**config.mk**
```make
export PLATFORM = sky130hd
export DESIGN_NAME = storage_access_channel
export DESIGN_NICKNAME = d
export VERILOG_FILES = /design/src/hw/storage_access_pkg.sv /design/src/hw/storage_access_channel.sv /design/src/hw/result_buffer.sv
export VERILOG_INCLUDE_DIRS = /design/src /design/src/hw
export SDC_FILE = /design/constraint.sdc
export NUM_CORES = 1
export LEC_CHECK = 0
export ABC_AREA = 1
export BUFFER_PORTS_ARGS = -buffer_cell sky130_fd_sc_hd__buf_2
export CAP_MARGIN = 20
export CORE_ASPECT_RATIO = 1.75
export CORE_MARGIN = 1.5
export CORE_UTILIZATION = 51
export CTS_CLUSTER_SIZE = 8
export DETAILED_ROUTE_END_ITERATION = 10
export GPL_TIMING_DRIVEN = 0
export PLACE_DENSITY = 0.76
export RECOVER_POWER = 25
export SLEW_MARGIN = 20
export SYNTH_ARGS = -nofsm -noshare
export SYNTH_HDL_FRONTEND = slang
export SYNTH_SLANG_ARGS = --single-unit
```
**constraint.sdc**
```tcl
create_clock -name clk -period 1.8 [get_ports clk]
set_clock_uncertainty 0.1 [all_clocks]
set_input_delay 0.27 -clock clk [delete_from_list [all_inputs] [get_ports clk]]
set_output_delay 0.27 -clock clk [all_outputs]
set_load 0.01 [all_outputs]
```
**src/hw/storage_access_consts.svh**
```systemverilog
`ifndef STORAGE_ACCESS_CONSTS_SVH
`define STORAGE_ACCESS_CONSTS_SVH

// Clock rate of the controller logic
`define CLK_MHZ            100

// Lines on the channel
`define DATA_LINES         16
`define ADDR_LINES         16

// Wait after resume before read data is taken off the lines
`define READ_SETTLE_NS     120
`define READ_SETTLE_CYC    ((`READ_SETTLE_NS * `CLK_MHZ + 999) / 1000)

// Idle levels of the synchronised inputs, see sync vector layout
`define SYNC_RESET         26'h00001FC

// Idle levels of the driven pins
`define ADDR_RESET         16'h0000
`define DATA_RESET         16'h0000

`endif

```
**src/hw/storage_access_pkg.sv**
```systemverilog
package storage_access_pkg;

   // One transfer asked for by the user side
   typedef struct packed {
      logic [15:0] addr;
      logic [15:0] data;      // Word to store, ignored on reads
      logic        to_mem;    // 1: controller to memory, 0: memory to controller
      logic        override;  // 1: may write protected locations
   } cmd_t;

   // Outcome of one storage cycle
   typedef struct packed {
      logic [15:0] data;          // Word read, zero on writes
      logic        to_mem;
      logic        parity_error;  // Parity error line low at resume
      logic        protect_fault; // Protect violation line low at resume
      logic        parity_bad;    // Local odd-parity check failed on a read
   } result_t;

   typedef enum logic [2:0] {
      ST_IDLE,
      ST_ARB,
      ST_REQ,
      ST_SETTLE,
      ST_RELEASE,
      ST_PUSH
   } state_t;

endpackage

```
**src/hw/storage_access_channel.sv**
```systemverilog
`include "storage_access_consts.svh"

// Overview of operation
// - Sixteen shared data lines, both directions
// - Write word driven active high
// - Parity line gives odd parity over eighteen
// - Controller drives sixteen address lines
// - Request held until resume arrives
// - Resume clears request and address
// - Fault lines sampled at resume
// - Direction low reads, high writes memory
// - Override low permits protected writes
// - System clear low resets controller
// - Priority hold low locks out CPU
// - Four ring scanner connections provided
// - Halt scanner and request together
module storage_access_channel #(
   parameter bit FIRST_STAGE = 1'b0,   // First ring stage inverts forward scan
   parameter int BUF_DEPTH   = 2
) (
   input  wire logic                      clk,
   input  wire logic                      reset,
   // User command side
   input  wire logic                      cmd_valid,
   output logic                           cmd_ready,
   input  wire storage_access_pkg::cmd_t  cmd,
   // User result side
   output logic                           res_valid,
   input  wire logic                      res_ready,
   output storage_access_pkg::result_t    res,
   // User levels
   input  wire logic                      priority_request,
   output logic                           boot_load_seen,
   output logic                           two_bank_mode,
   output logic                           channel_cleared,
   // Channel pins
   input  wire logic [15:0]               mem_data_in,
   output logic [15:0]                    mem_data_out,
   output logic                           mem_data_oe,
   input  wire logic                      parity_in,
   output logic                           parity_out,
   output logic                           parity_oe,
   input  wire logic                      protect_state_line,
   input  wire logic                      parity_error_line_n,
   input  wire logic                      protect_violation_n,
   output logic [15:0]                    mem_address_lines,
   output logic                           mem_request_n,
   input  wire logic                      mem_resume_n,
   output logic                           transfer_direction,
   output logic                           protect_override_n,
   output logic                           priority_hold_n,
   input  wire logic                      system_clear_n,
   input  wire logic                      boot_load_strobe_n,
   input  wire logic                      bank_mode_n,
   input  wire logic                      ring_forward_in,
   input  wire logic                      ring_reverse_in,
   output logic                           ring_forward_out,
   output logic                           ring_reverse_out
);

   localparam int SYNC_W = 26;
   localparam logic [7:0] SETTLE_LAST = 8'(`READ_SETTLE_CYC - 1);

   storage_access_pkg::state_t  state_q;
   storage_access_pkg::cmd_t    cmd_q;
   storage_access_pkg::result_t res_q;

   logic [SYNC_W-1:0] meta_q;
   logic [SYNC_W-1:0] sync_q;
   logic [SYNC_W-1:0] raw_in;

   logic [15:0] data_s;
   logic        parity_s;
   logic        protect_s;
   logic        perr_n_s;
   logic        pviol_n_s;
   logic        resume_n_s;
   logic        clear_n_s;
   logic        boot_n_s;
   logic        bank_n_s;
   logic        fwd_in_s;
   logic        rev_in_s;

   logic        clr;
   logic        halt;
   logic        stage_q;
   logic [7:0]  cnt_q;
   logic        cmd_ready_q;
   logic        push_q;
   logic        buf_ready;
   logic        buf_valid;
   logic [$bits(storage_access_pkg::result_t)-1:0] buf_data;

   logic [15:0] data_out_q;
   logic        data_oe_q;
   logic        parity_out_q;
   logic        parity_oe_q;
   logic [15:0] addr_q;
   logic        request_n_q;
   logic        direction_q;
   logic        override_n_q;
   logic        hold_n_q;
   logic        fwd_out_q;
   logic        rev_out_q;
   logic        boot_q;
   logic        bank_q;
   logic        cleared_q;

   // All channel inputs are asynchronous to clk
   assign raw_in = {mem_data_in, parity_in, protect_state_line, parity_error_line_n,
                    protect_violation_n, mem_resume_n, system_clear_n,
                    boot_load_strobe_n, bank_mode_n, ring_forward_in, ring_reverse_in};

   // Two-flop synchroniser; reset to idle levels, never by system clear
   always_ff @(posedge clk) begin
      if (reset) begin
         meta_q <= `SYNC_RESET;
         sync_q <= `SYNC_RESET;
      end else begin
         meta_q <= raw_in;
         sync_q <= meta_q;
      end
   end

   assign data_s     = sync_q[25:10];
   assign parity_s   = sync_q[9];
   assign protect_s  = sync_q[8];
   assign perr_n_s   = sync_q[7];
   assign pviol_n_s  = sync_q[6];
   assign resume_n_s = sync_q[5];
   assign clear_n_s  = sync_q[4];
   assign boot_n_s   = sync_q[3];
   assign bank_n_s   = sync_q[2];
   assign fwd_in_s   = sync_q[1];
   assign rev_in_s   = sync_q[0];

   // Local reset or system clear from the computer
   assign clr = reset | ~clear_n_s;

   // Scanner stops here while our request is outstanding
   assign halt = ((state_q == storage_access_pkg::ST_ARB) && stage_q) ||
                 (state_q == storage_access_pkg::ST_REQ);

   // Ring stage: follows forward scan unless halted
   always_ff @(posedge clk) begin
      if (clr) begin
         stage_q   <= 1'b0;
         fwd_out_q <= 1'b0;
         rev_out_q <= 1'b0;
      end else begin
         stage_q   <= halt ? stage_q : fwd_in_s;
         fwd_out_q <= stage_q ^ FIRST_STAGE;
         rev_out_q <= halt ? rev_out_q : rev_in_s;
      end
   end

   // Status levels for the user side, and the priority hold pin
   always_ff @(posedge clk) begin
      if (reset) begin
         boot_q    <= 1'b0;
         bank_q    <= 1'b0;
         cleared_q <= 1'b0;
         hold_n_q  <= 1'b1;
      end else begin
         boot_q    <= ~boot_n_s;
         bank_q    <= ~bank_n_s;
         cleared_q <= ~clear_n_s;
         hold_n_q  <= clear_n_s ? ~priority_request : 1'b1;
      end
   end

   // Sequencer for one storage cycle
   always_ff @(posedge clk) begin
      if (clr) begin
         state_q     <= storage_access_pkg::ST_IDLE;
         cmd_q       <= '0;
         res_q       <= '0;
         cnt_q       <= 8'h00;
         cmd_ready_q <= 1'b0;
         push_q      <= 1'b0;
      end else begin
         case (state_q)
            storage_access_pkg::ST_IDLE: begin
               cmd_ready_q <= 1'b1;
               if (cmd_valid && cmd_ready_q) begin
                  cmd_q       <= cmd;
                  cmd_ready_q <= 1'b0;
                  state_q     <= storage_access_pkg::ST_ARB;
               end
            end
            storage_access_pkg::ST_ARB: begin
               // Wait for the scan to reach our stage
               if (stage_q) begin
                  state_q <= storage_access_pkg::ST_REQ;
               end
            end
            storage_access_pkg::ST_REQ: begin
               // No timeout: refresh and CPU cycles stretch this wait
               if (!resume_n_s) begin
                  res_q.to_mem        <= cmd_q.to_mem;
                  res_q.parity_error  <= ~perr_n_s;
                  res_q.protect_fault <= ~pviol_n_s;
                  res_q.data          <= `DATA_RESET;
                  res_q.parity_bad    <= 1'b0;
                  cnt_q               <= 8'h00;
                  state_q             <= storage_access_pkg::ST_SETTLE;
               end
            end
            storage_access_pkg::ST_SETTLE: begin
               cnt_q <= cnt_q + 8'h01;
               if (cnt_q == SETTLE_LAST) begin
                  if (!cmd_q.to_mem) begin
                     res_q.data       <= ~data_s;
                     // Raw high count over all eighteen lines must be odd
                     res_q.parity_bad <= ~(^{data_s, protect_s, parity_s});
                  end
                  state_q <= storage_access_pkg::ST_RELEASE;
               end
            end
            storage_access_pkg::ST_RELEASE: begin
               if (resume_n_s) begin
                  push_q  <= 1'b1;
                  state_q <= storage_access_pkg::ST_PUSH;
               end
            end
            storage_access_pkg::ST_PUSH: begin
               // A full buffer stalls the next command here
               if (buf_ready) begin
                  push_q  <= 1'b0;
                  state_q <= storage_access_pkg::ST_IDLE;
               end
            end
            default: begin
               state_q <= storage_access_pkg::ST_IDLE;
            end
         endcase
      end
   end

   // Request, address, direction and override pins
   always_ff @(posedge clk) begin
      if (clr) begin
         addr_q       <= `ADDR_RESET;
         request_n_q  <= 1'b1;
         direction_q  <= 1'b0;
         override_n_q <= 1'b1;
      end else if ((state_q == storage_access_pkg::ST_ARB) && stage_q) begin
         addr_q       <= cmd_q.addr;
         request_n_q  <= 1'b0;
         direction_q  <= cmd_q.to_mem;
         override_n_q <= ~cmd_q.override;
      end else if ((state_q == storage_access_pkg::ST_REQ) && !resume_n_s) begin
         addr_q      <= `ADDR_RESET;
         request_n_q <= 1'b1;
      end else if (state_q == storage_access_pkg::ST_IDLE) begin
         direction_q  <= 1'b0;
         override_n_q <= 1'b1;
      end
   end

   // Data and parity drive; held steady through the settle wait
   always_ff @(posedge clk) begin
      if (clr) begin
         data_out_q   <= `DATA_RESET;
         data_oe_q    <= 1'b0;
         parity_out_q <= 1'b0;
         parity_oe_q  <= 1'b0;
      end else if ((state_q == storage_access_pkg::ST_ARB) && stage_q && cmd_q.to_mem) begin
         data_out_q   <= cmd_q.data;
         data_oe_q    <= 1'b1;
         // Protect state of the new location unknown yet; idle level assumed
         parity_out_q <= ~(^{cmd_q.data, protect_s});
         parity_oe_q  <= 1'b1;
      end else if ((state_q == storage_access_pkg::ST_SETTLE) && (cnt_q == SETTLE_LAST)) begin
         data_oe_q   <= 1'b0;
         parity_oe_q <= 1'b0;
      end else if (data_oe_q) begin
         // Restate parity once the addressed word's protect state has arrived
         parity_out_q <= ~(^{data_out_q, protect_s});
      end
   end

   result_buffer #(
      .WIDTH ($bits(storage_access_pkg::result_t)),
      .DEPTH (BUF_DEPTH)
   ) u_result_buffer (
      .clk       (clk),
      .clear     (clr),
      .in_valid  (push_q),
      .in_ready  (buf_ready),
      .in_data   (res_q),
      .out_valid (buf_valid),
      .out_ready (res_ready),
      .out_data  (buf_data)
   );

   // Outputs, each a flop or a buffer flop
   assign cmd_ready          = cmd_ready_q;
   assign res_valid          = buf_valid;
   assign res                = storage_access_pkg::result_t'(buf_data);
   assign boot_load_seen     = boot_q;
   assign two_bank_mode      = bank_q;
   assign channel_cleared    = cleared_q;
   assign mem_data_out       = data_out_q;
   assign mem_data_oe        = data_oe_q;
   assign parity_out         = parity_out_q;
   assign parity_oe          = parity_oe_q;
   assign mem_address_lines  = addr_q;
   assign mem_request_n      = request_n_q;
   assign transfer_direction = direction_q;
   assign protect_override_n = override_n_q;
   assign priority_hold_n    = hold_n_q;
   assign ring_forward_out   = fwd_out_q;
   assign ring_reverse_out   = rev_out_q;

endmodule

```
**src/hw/result_buffer.sv**
```systemverilog
// Shift-style buffer: entry 0 is always the head, so the read side sees flops only
module result_buffer #(
   parameter int WIDTH = 20,
   parameter int DEPTH = 2
) (
   input  wire logic             clk,
   input  wire logic             clear,
   input  wire logic             in_valid,
   output logic                  in_ready,
   input  wire logic [WIDTH-1:0] in_data,
   output logic                  out_valid,
   input  wire logic             out_ready,
   output logic [WIDTH-1:0]      out_data
);

   logic [WIDTH-1:0] data_q [DEPTH];
   logic [DEPTH-1:0] valid_q;
   logic [DEPTH:0]   valid_ext;
   logic [WIDTH-1:0] data_ext [DEPTH+1];
   logic [DEPTH-1:0] shift_v;
   logic [DEPTH:0]   below_v;
   logic [WIDTH-1:0] shift_d [DEPTH];
   logic             pop;
   logic             push;

   // No push while full, even if popping: keeps in_ready off the read path
   assign in_ready  = ~valid_q[DEPTH-1];
   assign out_valid = valid_q[0];
   assign out_data  = data_q[0];
   assign pop       = valid_q[0] & out_ready;
   assign push      = in_valid & in_ready;
   assign valid_ext = {1'b0, valid_q};
   assign below_v   = {shift_v, 1'b1};
   assign data_ext[DEPTH] = '0;

   genvar i;
   generate
      for (i = 0; i < DEPTH; i++) begin : g_entry
         logic take;

         assign data_ext[i] = data_q[i];
         assign shift_v[i]  = pop ? valid_ext[i+1] : valid_q[i];
         assign shift_d[i]  = pop ? data_ext[i+1] : data_q[i];
         // New word lands in the first free slot after the shift
         assign take        = push & ~shift_v[i] & below_v[i];

         always_ff @(posedge clk) begin
            if (clear) begin
               valid_q[i] <= 1'b0;
            end else begin
               valid_q[i] <= shift_v[i] | take;
            end
         end

         always_ff @(posedge clk) begin
            data_q[i] <= take ? in_data : shift_d[i];
         end
      end
   endgenerate

endmodule

```
==> flow_metrics.tcl <==
set metrics [dict create \
    status "complete, no violations" \
    vias 7321 \
    clock_sinks 205 \
    syn_nets 1087 \
    crit_arrival_ns 2.06 \
    synth_top_cell_by_area "dfxtp_1" \
    syn_area_um2 8120 \
    synth_top_family_by_area "simple AND/OR/NAND/NOR gates" \
    die_width_um 98.4 \
    synth_edf_count 40 \
    setup_viol 0 \
    n_antenna_cell 0 \
    p_comb_frac 0.163 \
    internal-power_w 0.00869 \
    fmax_ghz 0.561 \
    max_slew_margin 0.465 \
    p_clk_frac 0.392 \
    cts_tree "done" \
    die-area_um2 16700 \
    critPathMaxFanout 7 \
    area_growth_pct 30.9 \
    critPathSlowestCell "dfxtp_2" \
    grt_pass1_wl_um 32000 \
    synthCells 1021 \
    core_um2 15500 \
    synth_top_cells_by_area "dfxtp_1 (41%), edfxtp_1 (15%), nand2_1 (11%)" \
    io_pins 131 \
    clockRootBuffer "clkbuf_16" \
    pwr-share-seq 0.446 \
    synth_top_area_frac 0.407 \
    period_minus_slack_ns 1.78 \
    synth_common_cells "nand2_1 (229), nor2_1 (166), dfxtp_1 (165)" \
    crit_path_end_kind "flip-flop" \
    path_cells "inv_2 > nor2_4 > nand2_4 > nor2_4 > nor2_4 > nor3_4 > inv_2 > buf_6 > nand2_2 > a21oi_2" \
    dp_cells 1337 \
    worst_skew_pair.late_latency_ns 0.52 \
    dr.first_iter.drc_count 374 \
    path_common_cell "nor2_4" \
    synth_cell_types 36 \
    fin_nets 1319 \
    hold_path.class "in -> reg" \
    die_h_um 170 \
    powerDensity_nw_per_um2 1120 \
    period_share 0.990 \
    synthMuxAreaShare 0 \
    synth-xor-area-share 0.0334 \
    seq_area_frac_synth 0.555 \
    final_hold_viol_count 0 \
    synth_seq_cells 205 \
    drc 0 \
    yosysWarnings 0 \
    place_ws_ns -0.450 \
    final_cells 1446 \
    cts_buffers 29 \
    synth_flop_cell "dfxtp_1" \
    io_buffers 130 \
    cts.path.max_buffers 3 \
    crit_type "reg -> reg" \
    critical_path_required_ns 2.08 \
    p_sw_w 0.00325 \
    start_util 0.525 \
    critical_path.max_stage_delay_ns 0.34 \
    viasPerCell 5.06 \
    ir_drop_mv 0.830 \
    clkTransAtPathRegs_ns 0.05 \
    maxCapViolCount 0 \
    design_power_total_w 0.0119 \
    dp_hpwl_um 13500 \
    hold_slack_ns 0.0432 \
    grt_max_degree 21 \
    synth_fa_ha_area_frac 0.00154 \
    p_leak_nw 4.68 \
    drive_above_1_share 0.193 \
    htreeDepth 1 \
    ant_nets 0 \
    wl_per_cell_um 14.1 \
    grt-ovfl-total 0 \
    num_rows 60 \
    synthSimpleGateAreaFrac 0.229 \
    rsz0062_at_grt "yes" \
    p_sw_frac 0.272 \
    start_kind "flip-flop" \
    grt_pass1_vias 7160 \
    grt.total_usage 0.236 \
    antenna_found_initial 0 \
    worstMarginPinSlew_ns 0.803 \
    firstDrtPassIters 5 \
    synth_compound_area_frac 0.102 \
    synth_most_common_cell "nand2_1" \
    finalWirelength_um 20400 \
    final_max_slew_viol_count 0 \
    worst_slack_ns 0.0175 \
    avgSynthCellArea_um2 7.96 \
    async_reset_ff_frac 0 \
    finalWeightedCongestion 0.820 \
]
area by class of cell:
type	instances	area, µm²
buffer	42	214
clock buffer	36	752
clock inverter	2	13.8
fill	1161	4830
inverter	121	462
multi-input combinational	653	3130
sequential	205	4510
tap	186	233
timing repair buffer	201	1320
registers in the layout (all words and copies together) (netlist names), 3 cells and up:
| register | count |
|---|---|
| mem_data_out | 16 |
| res_q | 20 |
| cmd_q | 34 |
| mem_address_lines | 16 |
| u_result_buffer.data_q | 40 |
| cnt_q | 8 |
| sync_q | 26 |
| state_q | 3 |
| meta_q | 26 |
timing repair:
action                                  in CTS  in global routing
pin swaps                                    1                 10
resized for setup                           21                 49
cloned                                       0                  1
endpoints found under the hold margin       61                  0
setup buffers                                2                  7
hold buffers                                61                  0
endpoints found under the setup margin     116                 76
stage by stage:
stage               instance area (µm²)  setup TNS [ns]  utilization
floorplan                          8120               0            -
global placement                   9010          -27.69        0.582
detailed placement                 9010          -31.94        0.582
CTS                               10500               0        0.676
global route                      10600          -0.794        0.688
finish                            10600               0        0.688
worst max-delay path, delay by kind of cell, from the launching register on:
kind / cells / cell delay [ns]
flops: 1 / 0.34
buf+inv: 3 / 0.35
simple gates: 6 / 0.81
compound gates: 1 / 0.04
logic make-up after synthesis:
kind of cell | count (synthesis)
AOI/OAI and AO/OA | 161
adders and majority gates | 1
xor gates and xnor gates | 31
and+or+nand+nor | 460
buffers and inverters | 163
DFF | 205
power groups by stage:
stage	Combinational, W	Sequential, W	Clock [W]
2_1_floorplan	0.00120	0.00543	0
3_3_place_gp	0.00172	0.00539	0
3_5_place_dp	0.00176	0.00540	0
4_1_cts	0.00191	0.00532	0.00473
5_1_grt	0.00218	0.00536	0.00494
6_report	0.00194	0.00532	0.00468
worst paths after layout:
kind,from,slack (ns),end,cells past startpoint
max,state_q[1]$_SDFFE_PP0P_,0.02,res_q[19]$_SDFFE_PP0P_,10
min,res_ready,0.04,u_result_buffer.out_valid$_SDFF_PP0_,4
max reg2reg,state_q[1]$_SDFFE_PP0P_,0.02,res_q[19]$_SDFFE_PP0P_,10
min reg2reg,sync_q[2]$_SDFF_PP1_,0.29,two_bank_mode$_SDFF_PP0_,1
placed cells by master, fill, tap and decap left out, drive strengths merged:
cell type and instances:
xnor2 20, o21a 1, or2 14, nand4 2
clkinv 1, a21boi 1, inv 122, nor2 170
ha 1, o21ai 84, edfxtp 40, a31oi 2
o41ai 1, o211ai 1, dlygate4sd3 61, clkbuf 79
nand3 38, nor4 1, xor2 11, o2111ai 1
dfxtp 165, a21oi 69, nor3 4, buf 139
nand2 231, a221oi 1
routing by layer:
layer	wire length, µm	track usage	vias to the layer above
met4	1000	0.140	0
met2	11400	0.466	198
met5	0	0	-
li1	-	-	3656
met1	7180	0.222	3392
met3	812	0.0349	75
Power figures use the tool's default switching activity.
